## src/posture_pkg.sv

```systemverilog
// Constants, register map and carrier types of the posture detection block
// Overview of operation
// - Posture enable bit swaps posture into the overrun slot of map, enable, source.
// - Interrupt raised whenever the selected dimension's orientation changes to a different valid code.
// - Reading the interrupt source register clears a pending posture interrupt.
// - Clearing either posture enable bit disables and clears the posture interrupt.
// - Rate register write or standby empties filter, clears posture interrupt (not overrun), defaults status.
// - After posture reset, first differing sample interrupts; 2D default +X.
// - Posture enable at 0 gives no posture interrupt; overrun keeps its slot.
// - Inside the dead zone orientation is invalid and its code is held.
// - Three-bit dead-zone code maps to angles 5.1 to 41.4 degrees.
// - Filter bandwidth is the sample rate divided by 9 up to 1600.
// - Select bit 0: interrupt only on valid-to-different-valid 2D change.
// - Select bit 1: interrupt only on valid-to-different-valid 3D change.
// - Status bit 6 flags valid 2D, bit 3 flags valid 3D.
// - Posture status refreshes with every new acceleration sample.
// - 2D code: 00 +X, 01 -X, 10 +Y, 11 -Y.
// - 3D code: 011 +X, 100 -X, 010 +Y, 101 -Y, 001 +Z, 110 -Z.
package posture_pkg;

  // Register indices; byte address is four times the index
  localparam logic [5:0] IDX_SAMPLE_RATE_CTL = 6'h2c;
  localparam logic [5:0] IDX_POWER_CTL       = 6'h2d;
  localparam logic [5:0] IDX_INT_ENABLE      = 6'h2e;
  localparam logic [5:0] IDX_INT_MAP         = 6'h2f;
  localparam logic [5:0] IDX_INT_SOURCE      = 6'h30;
  localparam logic [5:0] IDX_POSTURE_CONFIG  = 6'h3b;
  localparam logic [5:0] IDX_POSTURE_STATUS  = 6'h3c;

  // Field positions
  localparam int POS_SLOT0        = 0; // Overrun / posture slot in map, enable, source
  localparam int POS_MEASURE      = 3; // Power control: 1 measure, 0 standby
  localparam int POS_CFG_INT_EN   = 7;
  localparam int POS_CFG_DZ_LO    = 4;
  localparam int POS_CFG_DIM_SEL  = 3;
  localparam int POS_CFG_DIV_LO   = 0;

  // Reset values
  localparam logic [7:0] RST_SAMPLE_RATE = 8'h0a;
  localparam logic [7:0] RST_ZERO        = 8'h00;
  localparam logic [7:0] RST_CONFIG      = 8'h25;

  // 2D and 3D orientation codes
  localparam logic [1:0] P2_POS_X = 2'h0;
  localparam logic [1:0] P2_NEG_X = 2'h1;
  localparam logic [1:0] P2_POS_Y = 2'h2;
  localparam logic [1:0] P2_NEG_Y = 2'h3;
  localparam logic [2:0] P3_NONE  = 3'h0;
  localparam logic [2:0] P3_POS_Z = 3'h1;
  localparam logic [2:0] P3_POS_Y = 3'h2;
  localparam logic [2:0] P3_POS_X = 3'h3;
  localparam logic [2:0] P3_NEG_X = 3'h4;
  localparam logic [2:0] P3_NEG_Y = 3'h5;
  localparam logic [2:0] P3_NEG_Z = 3'h6;

  // Dead-zone angles in tenths of a degree, code 0..7
  localparam int DZ_ANGLE_TENTHS [8] = '{51, 102, 152, 204, 255, 308, 361, 414};
  // tan(45 deg - angle/2) in 1/256 units: minor/major must stay below this
  localparam logic [7:0] DZ_RATIO [8] = '{8'hea, 8'hd6, 8'hc4, 8'hb2, 8'ha2, 8'h91, 8'h82, 8'h74};
  // Filter divisors; shift is the nearest power of two
  localparam int         DIVISOR    [8] = '{9, 22, 50, 100, 200, 400, 800, 1600};
  localparam logic [3:0] DIV_SHIFT  [8] = '{4'h3, 4'h4, 4'h6, 4'h7, 4'h8, 4'h9, 4'ha, 4'hb};

  typedef struct packed {
    logic signed [15:0] x;
    logic signed [15:0] y;
    logic signed [15:0] z;
  } accel_sample_t;

  typedef struct packed {
    logic       zero7;
    logic       planar_valid;
    logic [1:0] planar_code;
    logic       spatial_valid;
    logic [2:0] spatial_code;
  } posture_status_t;

  localparam posture_status_t STATUS_DEFAULT = '{1'b0, 1'b0, P2_POS_X, 1'b0, P3_NONE};

endpackage : posture_pkg

```

## src/posture_detect.sv

```systemverilog
// Posture detection with APB register access and two interrupt pins
//
// Decided for this implementation: register access over APB.
`timescale 1ns/1ns
`default_nettype none
module posture_detect (
  input  wire logic                      clk_sys,      // 20 MHz system clock
  input  wire logic                      rst,          // Async reset, active high
  input  wire logic                      psel,         // APB select
  input  wire logic                      penable,      // APB access phase
  input  wire logic                      pwrite,       // APB direction
  input  wire logic [7:0]                paddr,        // APB byte address
  input  wire logic [31:0]               pwdata,       // APB write data
  output logic                           pready,       // APB ready
  output logic [31:0]                    prdata,       // APB read data
  output logic                           pslverr,      // APB error, unmapped
  input  wire logic                      sample_valid, // New output sample strobe
  input  wire posture_pkg::accel_sample_t sample,      // Acceleration sample
  input  wire logic                      overrun_evt,  // Overrun event pulse
  output logic                           irq_pin_a,    // Interrupt pin A
  output logic                           irq_pin_b     // Interrupt pin B
);
  import posture_pkg::*;

  logic [7:0]            sample_rate_ctl_r;
  logic [7:0]            power_ctl_r;
  logic [7:0]            int_enable_r;
  logic [7:0]            int_map_r;
  logic [7:0]            posture_config_r;
  posture_status_t       status_r;
  posture_status_t       status_nxt;
  accel_sample_t         filt_r;
  accel_sample_t         filt_nxt;
  logic                  filt_empty_r;
  logic                  posture_pend_r;
  logic                  posture_pend_nxt;
  logic                  overrun_pend_r;
  logic                  overrun_pend_nxt;

  function automatic logic [16:0] mag(input logic signed [15:0] v);
    mag = v[15] ? 17'(-$signed({v[15], v})) : {1'b0, v};
  endfunction : mag

  // First-order IIR; shift approximates the divisor
  function automatic logic signed [15:0] lowpass(input logic signed [15:0] f,
                                                 input logic signed [15:0] x,
                                                 input logic [3:0]         sh);
    logic signed [16:0] diff;
    logic signed [16:0] step;
    diff    = 17'($signed(x) - $signed(f));
    step    = diff >>> sh;
    lowpass = 16'($signed(f) + step);
  endfunction : lowpass

  // Minor axis must stay inside the cone of the major axis
  function automatic logic outside_dz(input logic [16:0] major,
                                      input logic [16:0] minor,
                                      input logic [7:0]  ratio);
    logic [24:0] lhs;
    logic [24:0] rhs;
    lhs        = {minor, 8'h00};
    rhs        = 25'(major * ratio);
    outside_dz = lhs < rhs;
  endfunction : outside_dz

  // APB decode
  wire        apb_setup   = psel & ~penable;
  wire        apb_done    = psel & penable & pready;
  wire [5:0]  reg_idx     = paddr[7:2];
  wire        wr_done     = apb_done & pwrite;
  wire        rd_done     = apb_done & ~pwrite;
  wire        hit_rate    = reg_idx == IDX_SAMPLE_RATE_CTL;
  wire        hit_power   = reg_idx == IDX_POWER_CTL;
  wire        hit_enable  = reg_idx == IDX_INT_ENABLE;
  wire        hit_map     = reg_idx == IDX_INT_MAP;
  wire        hit_source  = reg_idx == IDX_INT_SOURCE;
  wire        hit_config  = reg_idx == IDX_POSTURE_CONFIG;
  wire        hit_status  = reg_idx == IDX_POSTURE_STATUS;
  wire        mapped      = hit_rate | hit_power | hit_enable | hit_map | hit_source | hit_config | hit_status;

  // Configuration fields
  wire        posture_int_en     = posture_config_r[POS_CFG_INT_EN];
  wire [2:0]  dz_code            = posture_config_r[POS_CFG_DZ_LO +: 3];
  wire        posture_dim_select = posture_config_r[POS_CFG_DIM_SEL];
  wire [2:0]  div_code           = posture_config_r[POS_CFG_DIV_LO +: 3];
  wire        slot_enable        = int_enable_r[POS_SLOT0];
  wire        slot_to_b          = int_map_r[POS_SLOT0];
  wire        standby            = ~power_ctl_r[POS_MEASURE];

  // Feature reset: rate write or standby
  wire        feature_reset = (wr_done & hit_rate) | standby;
  wire        take_sample   = sample_valid & ~feature_reset;
  wire        source_read   = rd_done & hit_source;

  // Filter; an empty filter loads the sample directly
  wire [3:0]  shift = DIV_SHIFT[div_code];
  assign filt_nxt.x = filt_empty_r ? sample.x : lowpass(filt_r.x, sample.x, shift);
  assign filt_nxt.y = filt_empty_r ? sample.y : lowpass(filt_r.y, sample.y, shift);
  assign filt_nxt.z = filt_empty_r ? sample.z : lowpass(filt_r.z, sample.z, shift);

  wire [16:0] ax = mag(filt_nxt.x);
  wire [16:0] ay = mag(filt_nxt.y);
  wire [16:0] az = mag(filt_nxt.z);
  wire [7:0]  ratio = DZ_RATIO[dz_code];

  // Planar classification from X and Y
  wire        p_x_dom   = ax >= ay;
  wire [1:0]  p_code    = p_x_dom ? (filt_nxt.x[15] ? P2_NEG_X : P2_POS_X)
                                  : (filt_nxt.y[15] ? P2_NEG_Y : P2_POS_Y);
  wire        p_valid   = p_x_dom ? outside_dz(ax, ay, ratio) : outside_dz(ay, ax, ratio);

  // Spatial classification from all three axes
  wire        s_x_dom   = (ax >= ay) & (ax >= az);
  wire        s_y_dom   = ~s_x_dom & (ay >= az);
  wire [16:0] s_major   = s_x_dom ? ax : (s_y_dom ? ay : az);
  wire [16:0] s_minor   = s_x_dom ? ((ay >= az) ? ay : az)
                                  : (s_y_dom ? ((ax >= az) ? ax : az) : ((ax >= ay) ? ax : ay));
  wire [2:0]  s_code    = s_x_dom ? (filt_nxt.x[15] ? P3_NEG_X : P3_POS_X)
                        : s_y_dom ? (filt_nxt.y[15] ? P3_NEG_Y : P3_POS_Y)
                                  : (filt_nxt.z[15] ? P3_NEG_Z : P3_POS_Z);
  wire        s_valid   = outside_dz(s_major, s_minor, ratio);

  // Status refresh; an invalid result holds the previous code
  assign status_nxt.zero7         = 1'b0;
  assign status_nxt.planar_valid  = p_valid;
  assign status_nxt.planar_code   = p_valid ? p_code : status_r.planar_code;
  assign status_nxt.spatial_valid = s_valid;
  assign status_nxt.spatial_code  = s_valid ? s_code : status_r.spatial_code;

  // Held code is the last valid one, so a differing valid code is a valid-to-valid move.
  // After feature reset the held code is the default, which makes the next differing sample fire.
  wire        change_2d = p_valid & (p_code != status_r.planar_code);
  wire        change_3d = s_valid & (s_code != status_r.spatial_code);
  wire        change    = posture_dim_select ? change_3d : change_2d;
  wire        posture_armed = posture_int_en & slot_enable;
  wire        posture_set   = take_sample & change & posture_armed;

  // Set beats a source read in the same cycle; disable and feature reset win over both
  always_comb
  begin
    posture_pend_nxt = posture_pend_r;
    if (source_read)
      posture_pend_nxt = 1'b0;
    if (posture_set)
      posture_pend_nxt = 1'b1;
    if (~posture_armed | feature_reset)
      posture_pend_nxt = 1'b0;
  end

  // Overrun keeps the slot only while posture is off
  always_comb
  begin
    overrun_pend_nxt = overrun_pend_r;
    if (source_read)
      overrun_pend_nxt = 1'b0;
    if (overrun_evt & ~posture_int_en)
      overrun_pend_nxt = 1'b1;
    if (posture_int_en)
      overrun_pend_nxt = 1'b0;
  end

  wire        slot_flag   = posture_int_en ? posture_pend_r : overrun_pend_r;
  wire        slot_irq    = slot_flag & slot_enable;
  wire [7:0]  source_val  = {7'h00, slot_flag};

  // Read mux
  wire [7:0]  rd_byte = hit_rate   ? sample_rate_ctl_r :
                        hit_power  ? power_ctl_r       :
                        hit_enable ? int_enable_r      :
                        hit_map    ? int_map_r         :
                        hit_source ? source_val        :
                        hit_config ? posture_config_r  :
                        hit_status ? 8'(status_r)      : 8'h00;

  // APB slave: answer registered in the setup cycle, ready in the access cycle
  always_ff @(posedge clk_sys or posedge rst)
  begin
    if (rst)
    begin
      pready  <= 1'b0;
      prdata  <= 32'h0000_0000;
      pslverr <= 1'b0;
    end
    else
    begin
      pready  <= apb_setup;
      prdata  <= (apb_setup & ~pwrite) ? {24'h00_0000, rd_byte} : 32'h0000_0000;
      pslverr <= apb_setup & ~mapped;
    end
  end

  // Software registers
  always_ff @(posedge clk_sys or posedge rst)
  begin
    if (rst)
    begin
      sample_rate_ctl_r <= RST_SAMPLE_RATE;
      power_ctl_r       <= RST_ZERO;
      int_enable_r      <= RST_ZERO;
      int_map_r         <= RST_ZERO;
      posture_config_r  <= RST_CONFIG;
    end
    else if (wr_done)
    begin
      if (hit_rate)
        sample_rate_ctl_r <= pwdata[7:0];
      if (hit_power)
        power_ctl_r <= pwdata[7:0];
      if (hit_enable)
        int_enable_r <= pwdata[7:0];
      if (hit_map)
        int_map_r <= pwdata[7:0];
      if (hit_config)
        posture_config_r <= pwdata[7:0];
    end
  end

  // Filter and status
  always_ff @(posedge clk_sys or posedge rst)
  begin
    if (rst)
    begin
      filt_r       <= '0;
      filt_empty_r <= 1'b1;
      status_r     <= STATUS_DEFAULT;
    end
    else if (feature_reset)
    begin
      filt_r       <= '0;
      filt_empty_r <= 1'b1;
      status_r     <= STATUS_DEFAULT;
    end
    else if (take_sample)
    begin
      filt_r       <= filt_nxt;
      filt_empty_r <= 1'b0;
      status_r     <= status_nxt;
    end
  end

  // Pending flags and pins
  always_ff @(posedge clk_sys or posedge rst)
  begin
    if (rst)
    begin
      posture_pend_r <= 1'b0;
      overrun_pend_r <= 1'b0;
      irq_pin_a      <= 1'b0;
      irq_pin_b      <= 1'b0;
    end
    else
    begin
      posture_pend_r <= posture_pend_nxt;
      overrun_pend_r <= overrun_pend_nxt;
      irq_pin_a      <= slot_irq & ~slot_to_b;
      irq_pin_b      <= slot_irq & slot_to_b;
    end
  end

endmodule : posture_detect
`default_nettype wire

```

## config.mk

```make
export PLATFORM = sky130hd
export DESIGN_NAME = posture_detect
export DESIGN_NICKNAME = d
export VERILOG_FILES = /design/src/posture_pkg.sv /design/src/posture_detect.sv
export SDC_FILE = /design/constraint.sdc
export NUM_CORES = 2
export LEC_CHECK = 0
export BUFFER_PORTS_ARGS = -buffer_cell sky130_fd_sc_hd__buf_2
export CAP_MARGIN = 20
export CORE_MARGIN = 5
export CORE_UTILIZATION = 42
export DETAILED_ROUTE_END_ITERATION = 8
export MAX_ROUTING_LAYER = met4
export PLACE_DENSITY = 0.62
export SETUP_SLACK_MARGIN = 0.2
export SLEW_MARGIN = 0
export SYNTH_ARGS = -nofsm -noshare
export SYNTH_HDL_FRONTEND = slang
export SYNTH_SLANG_ARGS = --single-unit
```

## constraint.sdc

```tcl
create_clock -name clk_sys -period 15 [get_ports clk_sys]
set_clock_uncertainty 0.1 [all_clocks]
set_input_delay 3 -clock clk_sys [delete_from_list [all_inputs] [get_ports clk_sys]]
set_output_delay 3 -clock clk_sys [all_outputs]
set_load 0.005 [all_outputs]
```

After elaboration in Yosys (flattened, before gate mapping)
Memories as Yosys holds them, arrays and structs flattened. Cells that the tools add are included.

Bits in writable memories: 0. Bits in read-only memories: 96. Bits in latches: 0. Output and inout port bits: 36. Logic and storage cells: 156. Input bits: 95. Memories kept: 2. Flip-flop bits (word level): 111.

Memories: (no name shown) (words 8, bits a word 8, read ports 1, clocked after Yosys merged registers in 0, wr ports 0, RTL line posture_detect.sv:104) `wire [7:0] ratio = DZ_RATIO[dz_code];`; (no name shown) (words 8, bits a word 4, read ports 1, clocked after Yosys merged registers in 0, wr ports 0, RTL line posture_detect.sv:96) `wire [3:0] shift = DIV_SHIFT[div_code];`.

Mux-type cells: 49. Equal/unequal tests: 9. Add/sub/neg operators: 9. Divide/modulo/power cells: 0. Shift operators: 3. Order comparisons: 8. Reductions and logical operators: 12. $mul: 3. Bitwise operators: 40.

Operators by type and width (count): $mux 17 (10); $mux 48 (2); $mux 8 (12); $lt 25x25->1 (3); $mul 17x8->25 (3); $ge 17x17->1 (3); $neg 16->17 (3); $sshr 17x4->16 (3); $sub 16x16->17 (3); $add 16x16->16 (3); $mux 16 (3); $eq 6x6->1 const B (7); $and 1x1->1 (21); $mux 3 (6); $reduce_and 2->1 (7); $mux 1 (12); $not 1->1 (9); $ge 4x4->1 const B (2); $mux 4 (2); $not 3->4 (2); $or 1x1->1 (8); $reduce_bool 2->1 (3); $reduce_bool 3->1 (2); $mux 2 (2); other kinds (2) (2).

Depth between registers and ports, before layout
Depth after elaboration: 23. Gate-level depth with buffers: 83. Gate-level depth less buffers: 80.

Least setup slack after synthesis
No wires, ideal clock.

Path kind: input to register. Start: input port sample[18] in the netlist's numbering. End: register status_r[0] in the netlist's numbering. Data required time: 14823 ps. Arrival: 17949 ps. Buffers on the path: 3. Setup time: 77 ps. Slack: -3127 ps. Cell stages on the path: 71. Cells stage by stage: ha_1 -> o21a_1 -> o31a_1 -> o2111ai_1 -> a311oi_1 -> o21a_1 -> nor2_1 -> xnor2_1 -> nand2_1 -> nand2_1 -> mux2i_1 -> nor2_1 -> a311oi_1 -> a21oi_1 -> ha_1 -> o21a_1 -> o21ai_0 -> a211oi_1 -> (+35 left out) -> o21ai_0 -> a21oi_1 -> o21ai_0 -> a211oi_1 -> o21ai_0 -> a31oi_1 -> o21bai_1 -> a2111oi_0 -> nor3_1 -> xnor2_1 -> ha_1 -> nand4_1 -> nor4_1 -> a211o_1 -> a2111oi_0 -> inv_1 -> or4_1 -> a21oi_1.

Word-level cells in the longest chain between the ends: 16. Elaborated cells between the ends (all ways): 27. Those cells by class: 3 x add/sub; 1 x mul; 3 x order compare; 1 x shift; 14 x mux; 3 x bitwise; 2 x reduce/logical.

RTL lines: from (decl) (RTL line posture_detect.sv:18) `input wire posture_pkg::accel_sample_t sample,`; $sub 16x16->17 (RTL line posture_detect.sv:50) `diff = 17'($signed(x) - $signed(f));`; $sshr 17x4->16 (RTL line posture_detect.sv:51) `step = diff >>> sh;`; $add 16x16->16 (RTL line posture_detect.sv:52) `lowpass = 16'($signed(f) + step);`; $mux 16 * (RTL line posture_detect.sv:98) `assign filt_nxt.y = filt_empty_r ? sample.y : lowpass(filt_r.y, sample.y, shift);`; $neg 16->17 (RTL line posture_detect.sv:41) `mag = v[15] ? 17'(-$signed({v[15], v})) : {1'b0, v};`; $mux 17 (RTL line posture_detect.sv:41); $ge 17x17->1 (RTL line posture_detect.sv:113, posture_detect.sv:117); $and 1x1->1 (RTL line posture_detect.sv:113) `wire s_x_dom = (ax >= ay) & (ax >= az);`; $not 1->1 (RTL line posture_detect.sv:114) `wire s_y_dom = ~s_x_dom & (ay >= az);`; $and 1x1->1 (RTL line posture_detect.sv:114); $mux 17 (2 in series) (RTL line posture_detect.sv:115) `wire [16:0] s_major = s_x_dom ? ax : (s_y_dom ? ay : az);`; $mul 17x8->25 (RTL line posture_detect.sv:62) `rhs = 25'(major * ratio);`; $lt 25x25->1 (RTL line posture_detect.sv:63) `outside_dz = lhs < rhs;`; $reduce_bool 2->1 (no source line); $reduce_and 2->1 (no source line); to (signal assigned) (RTL line posture_detect.sv:237) `status_r <= status_nxt;`; to (decl) (RTL line posture_detect.sv:30) `posture_status_t status_r;`.

Every way passes the cells marked *; elsewhere a longest branch is shown, timed or not. The select of a mux whose other input is x is not followed. A chain may end at the register's enable or synchronous reset.

Worst setup path after layout
Start: input port sample[0] in the netlist's numbering. End: register status_r[3] in the netlist's numbering.

Word-level cells in the longest chain between the ends: 16. Elaborated cells between the ends (all ways): 21. Those cells by class: 3 x add/sub; 1 x mul; 3 x order compare; 1 x shift; 10 x mux; 3 x bitwise.

RTL lines: $sub 16x16->17 (RTL line posture_detect.sv:50); $sshr 17x4->16 (RTL line posture_detect.sv:51); $add 16x16->16 (RTL line posture_detect.sv:52); $mux 16 * (RTL line posture_detect.sv:99) `assign filt_nxt.z = filt_empty_r ? sample.z : lowpass(filt_r.z, sample.z, shift);`; $neg 16->17 (RTL line posture_detect.sv:41); $mux 17 * (RTL line posture_detect.sv:41); $ge 17x17->1 (RTL line posture_detect.sv:113, posture_detect.sv:117); $and 1x1->1 (RTL line posture_detect.sv:113); $not 1->1 (RTL line posture_detect.sv:114); $and 1x1->1 (RTL line posture_detect.sv:114); $mux 17 (2 in series) (RTL line posture_detect.sv:115); $mul 17x8->25 (RTL line posture_detect.sv:62); $lt 25x25->1 * (RTL line posture_detect.sv:63); $mux 8 * (RTL line posture_detect.sv:233) `else if (take_sample)`; $mux 8 * (RTL line posture_detect.sv:227) `else if (feature_reset)`.

Marked as above.

==> reports/summary.md <==
The overflow left after global routing is 0, and the worst setup margin is -1710 ps. The logs give 0 for the final hold violation count and 16850 ps for the data arrival time of the critical path. The maximum number of buffers from clock root to sink is 2. Count of state elements after synthesis: 110.

The largest individual stage delay along the critical path comes from the cell sky130_fd_sc_hd__fa_1. For this run, the leading register cell type out of synthesis is sky130_fd_sc_hd__dfrtp_1. The tools report the cell chosen for the clock root as sky130_fd_sc_hd__clkbuf_16. Pin placement for this block handled 131 I/O pins.

Setup violations remaining at the end of the flow were counted as 5. The share of final-layout standard cells stronger than drive strength 1 is 0.274, and the number of nets still failing antenna checks after routing is 0. For this run, the post-layout net count is 4942. The gate family responsible for the most delay along the worst path was compound AO/OA/AOI/OAI gates. For the worst setup path, the data required time is 15140 ps. The fraction of registers with async set/reset works out to 1.00. Dividing total power by cell area gives a power density of 149 nW/um2. The worst setup path is captured at a flip-flop.

The maximum level of the CTS H-tree was 3. The cell with the most instances on the worst path is sky130_fd_sc_hd__a21oi_2. In this run the horizontal extent of the chip is 267 um. Derived from the worst setup path, the maximum achievable clock frequency is 0.0598 GHz. Summed over all cells, the static leakage comes to 17.9 nW.

The average cell area after synthesis was 7.94 um2; the filler cell count in the final layout was 6158. The run gives 0 as the count of antenna diodes in the layout. The floorplan step defined a core boundary enclosing 65600 um2.

After technology mapping, the gate count stands at 3490. The per-cell routed wire length works out to 17.1 um. On the final layout, the worst hold slack is 405 ps.

The sum of buffers and inverters on the critical path was 11; the count of pins over their slew limit was 0. The slew of the pin with the lowest slew margin was 1020 ps; the starting utilization of the core area was 0.422. The logs give 6 for the detailed-routing iteration count for the pre-antenna-repair pass and 26.7k for the via count of the first global-routing pass. Clock latency on the worst-skew pair, taken at its later pin, is 380 ps. In this design, the stage delay of the slowest critical-path cell is 520 ps. The commonest cells after synthesis are sky130_fd_sc_hd__nor2_1 (458), sky130_fd_sc_hd__inv_1 (416), sky130_fd_sc_hd__nand2_1 (351). The tools report the number of synthesis warnings as 0. The tools report the number of sinks driven by the clock tree as 110. Area growth from synthesis to final layout: 30.8%. The routed design could run at a clock period as short as 16710 ps.

The number of vias in the routed layout was 27.3k. TritonCTS built the clock tree. The worst slew margin relative to its limit came out at 0.317. Ranked by total cell area, the synthesized netlist is headed by sky130_fd_sc_hd__fa_1 (20%), sky130_fd_sc_hd__ha_1 (15%), sky130_fd_sc_hd__dfrtp_1 (9.4%).

Of all nets on the critical path, the largest fanout is 5. After floorplanning, the core was divided into 94 placement rows. The combined global-route utilization of all metal layers is 0.249, and the clock-pin transition on the worst setup and hold timing paths is 90 ps. VDD sags by at most 0.000258 V. TritonCTS created 9 clock buffers.

The total DRC errors in the routed layout is 0. The first global-routing pass estimated 140 mm of wire. The critical path is of the primary input to flip-flop type. The worst register-to-register path begins at filt_r[17]$_DFFE_PP0P_.

For the sequential-to-total area share from yosys stat, the log shows 0.0996. The cell area after synthesis is 27700 um2. Post-route cell area: 36200 um2. The DRC violation total after the first TritonRoute iteration is 1737, and the area of the die is 71200 um2. Yosys mapped the design onto 101 distinct sky130hd cell types. Placed standard-cell area: 34500 um2. The worst hold path begins at int_map_r[0]$_DFFE_PP0P_.

The flow ran to the end, but the final reports show violations. Class of the tightest hold or removal check: flip-flop to flip-flop. For the HPWL after detailed placement, the log shows 70.4 mm.

The checks that failed: negative setup slack. Setup repair after global routing could not meet its margin everywhere. The worst setup path startpoint is sample[0]. The final layout contains routed wiring with a total length of 87.2 mm. The most repeated cell in the gate-level netlist after synthesis is sky130_fd_sc_hd__nor2_1. The congestion estimate from routability-driven global placement came to 0.952. The top cell type's share of synthesized area works out to 0.199.

Max-cap violations in this run came to 0. The number of synthesized flops with an enable pin was 0; the mean number of vias per cell was 5.34. The pin count of the biggest net entering global routing is 69, and the initial antenna violation count is 0. The post-synthesis cell type with the largest combined area was sky130_fd_sc_hd__fa_1.

The share of the clock period used by the worst path after layout was 1.11; the aggregate negative setup slack was -8430 ps. The count of port buffers added during placement is 80. Hold repair after CTS inserted 0 buffers.

The type of origin of the critical path was a primary input. The die is 267 um tall. End-of-flow core utilization: 0.552.
## cell families (layout without fill, tap and decap cells)
logic type / after synthesis / count (layout) / synth area share
AO/OA/AOI/OAI: 776 / 776 / 0.184
XOR/XNOR: 160 / 160 / 0.0506
adder cells (fa/ha/maj): 612 / 612 / 0.351
buffers and inverters: 578 / 1275 / 0.0836
flip-flops: 110 / 110 / 0.0996
multiplexers: 131 / 131 / 0.0506
other: 2 / 57 / 0.000271
AND/OR/NAND/NOR: 1121 / 1121 / 0.180
## worst paths after layout
path                                           endpoint  slack (ps)  cells after the start
worst max-delay path            status_r[3]$_DFFE_PP0P_       -1710                     74
worst min-delay path                irq_pin_a$_DFF_PP0_         400                      1
worst max register to register  status_r[3]$_DFFE_PP0P_         490                     75
worst min register to register      irq_pin_a$_DFF_PP0_         400                      1
max in group asynchronous        filt_r[36]$_DFFE_PP0P_       10850                      3
min in group asynchronous           prdata[2]$_DFF_PP0_        2590                      2
## registers in the layout, indices dropped and copies added, names as in the netlist
register / count
irq_pin_a: 1
filt_empty_r: 1
filt_r: 48
power_ctl_r: 8
pready: 1
int_map_r: 8
posture_pend_r: 1
pslverr: 1
irq_pin_b: 1
overrun_pend_r: 1
int_enable_r: 8
posture_config_r: 8
prdata: 8
sample_rate_ctl_r: 8
status_r: 7
## what timing repair did
item / CTS / global route
pin swaps: 79 / 74
resized for setup: 105 / 89
gates cloned: 1 / 0
setup buffers: 50 / 21
setup endpoints to repair: 7 / 8
## routing by layer
metal,track usage,part of all wire
met1,0.333,0.44
met4,0.0768,0.038
met5,-,0
met2,0.398,0.46
met3,0.0295,0.056
## layout by cell type, fill, tap and decap left out, drive strengths merged, types with 63 or more instances in the layout
cell and instances:
o21ai 191, a211oi 63, nor2 459, fa 276, dfrtp 104, inv 422
nand2 351, buf 837, ha 334, a21oi 206, mux2i 76, xnor2 108
## metrics by stage
step	worst slack (ps)	instances	power (W)
2_1_floorplan	-987	3545	0.00329
3_3_place_gp	-2420	5018	0.00470
3_5_place_dp	-2550	5018	0.00477
4_1_cts	-1580	5085	0.00528
5_1_grt	-2470	5106	0.00606
6_report	-1710	5106	0.00540
## final cells by class
| class | count | area (um2) | share of cell area |
|---|---|---|---|
| multi-input combinational | 2857 | 24200 | 0.667 |
| tap | 864 | 1080 | 0.0298 |
| clock buffer | 9 | 225 | 0.00622 |
| sequential | 110 | 2760 | 0.0763 |
| inverter | 422 | 1610 | 0.0445 |
| timing repair buffer | 837 | 6310 | 0.174 |
| clock inverter | 7 | 70.1 | 0.00193 |
## where the power goes
part / total [W] / switching (W) / internal [W] / leakage [nW]
Combinational: 0.00484 / 0.00239 / 0.00245 / 16.3
Clock: 0.000256 / 0.000137 / 0.000119 / 0.147
Sequential: 0.000303 / 0.00000342 / 0.000300 / 1.50
Note: power is estimated with default switching activity, not from simulation.
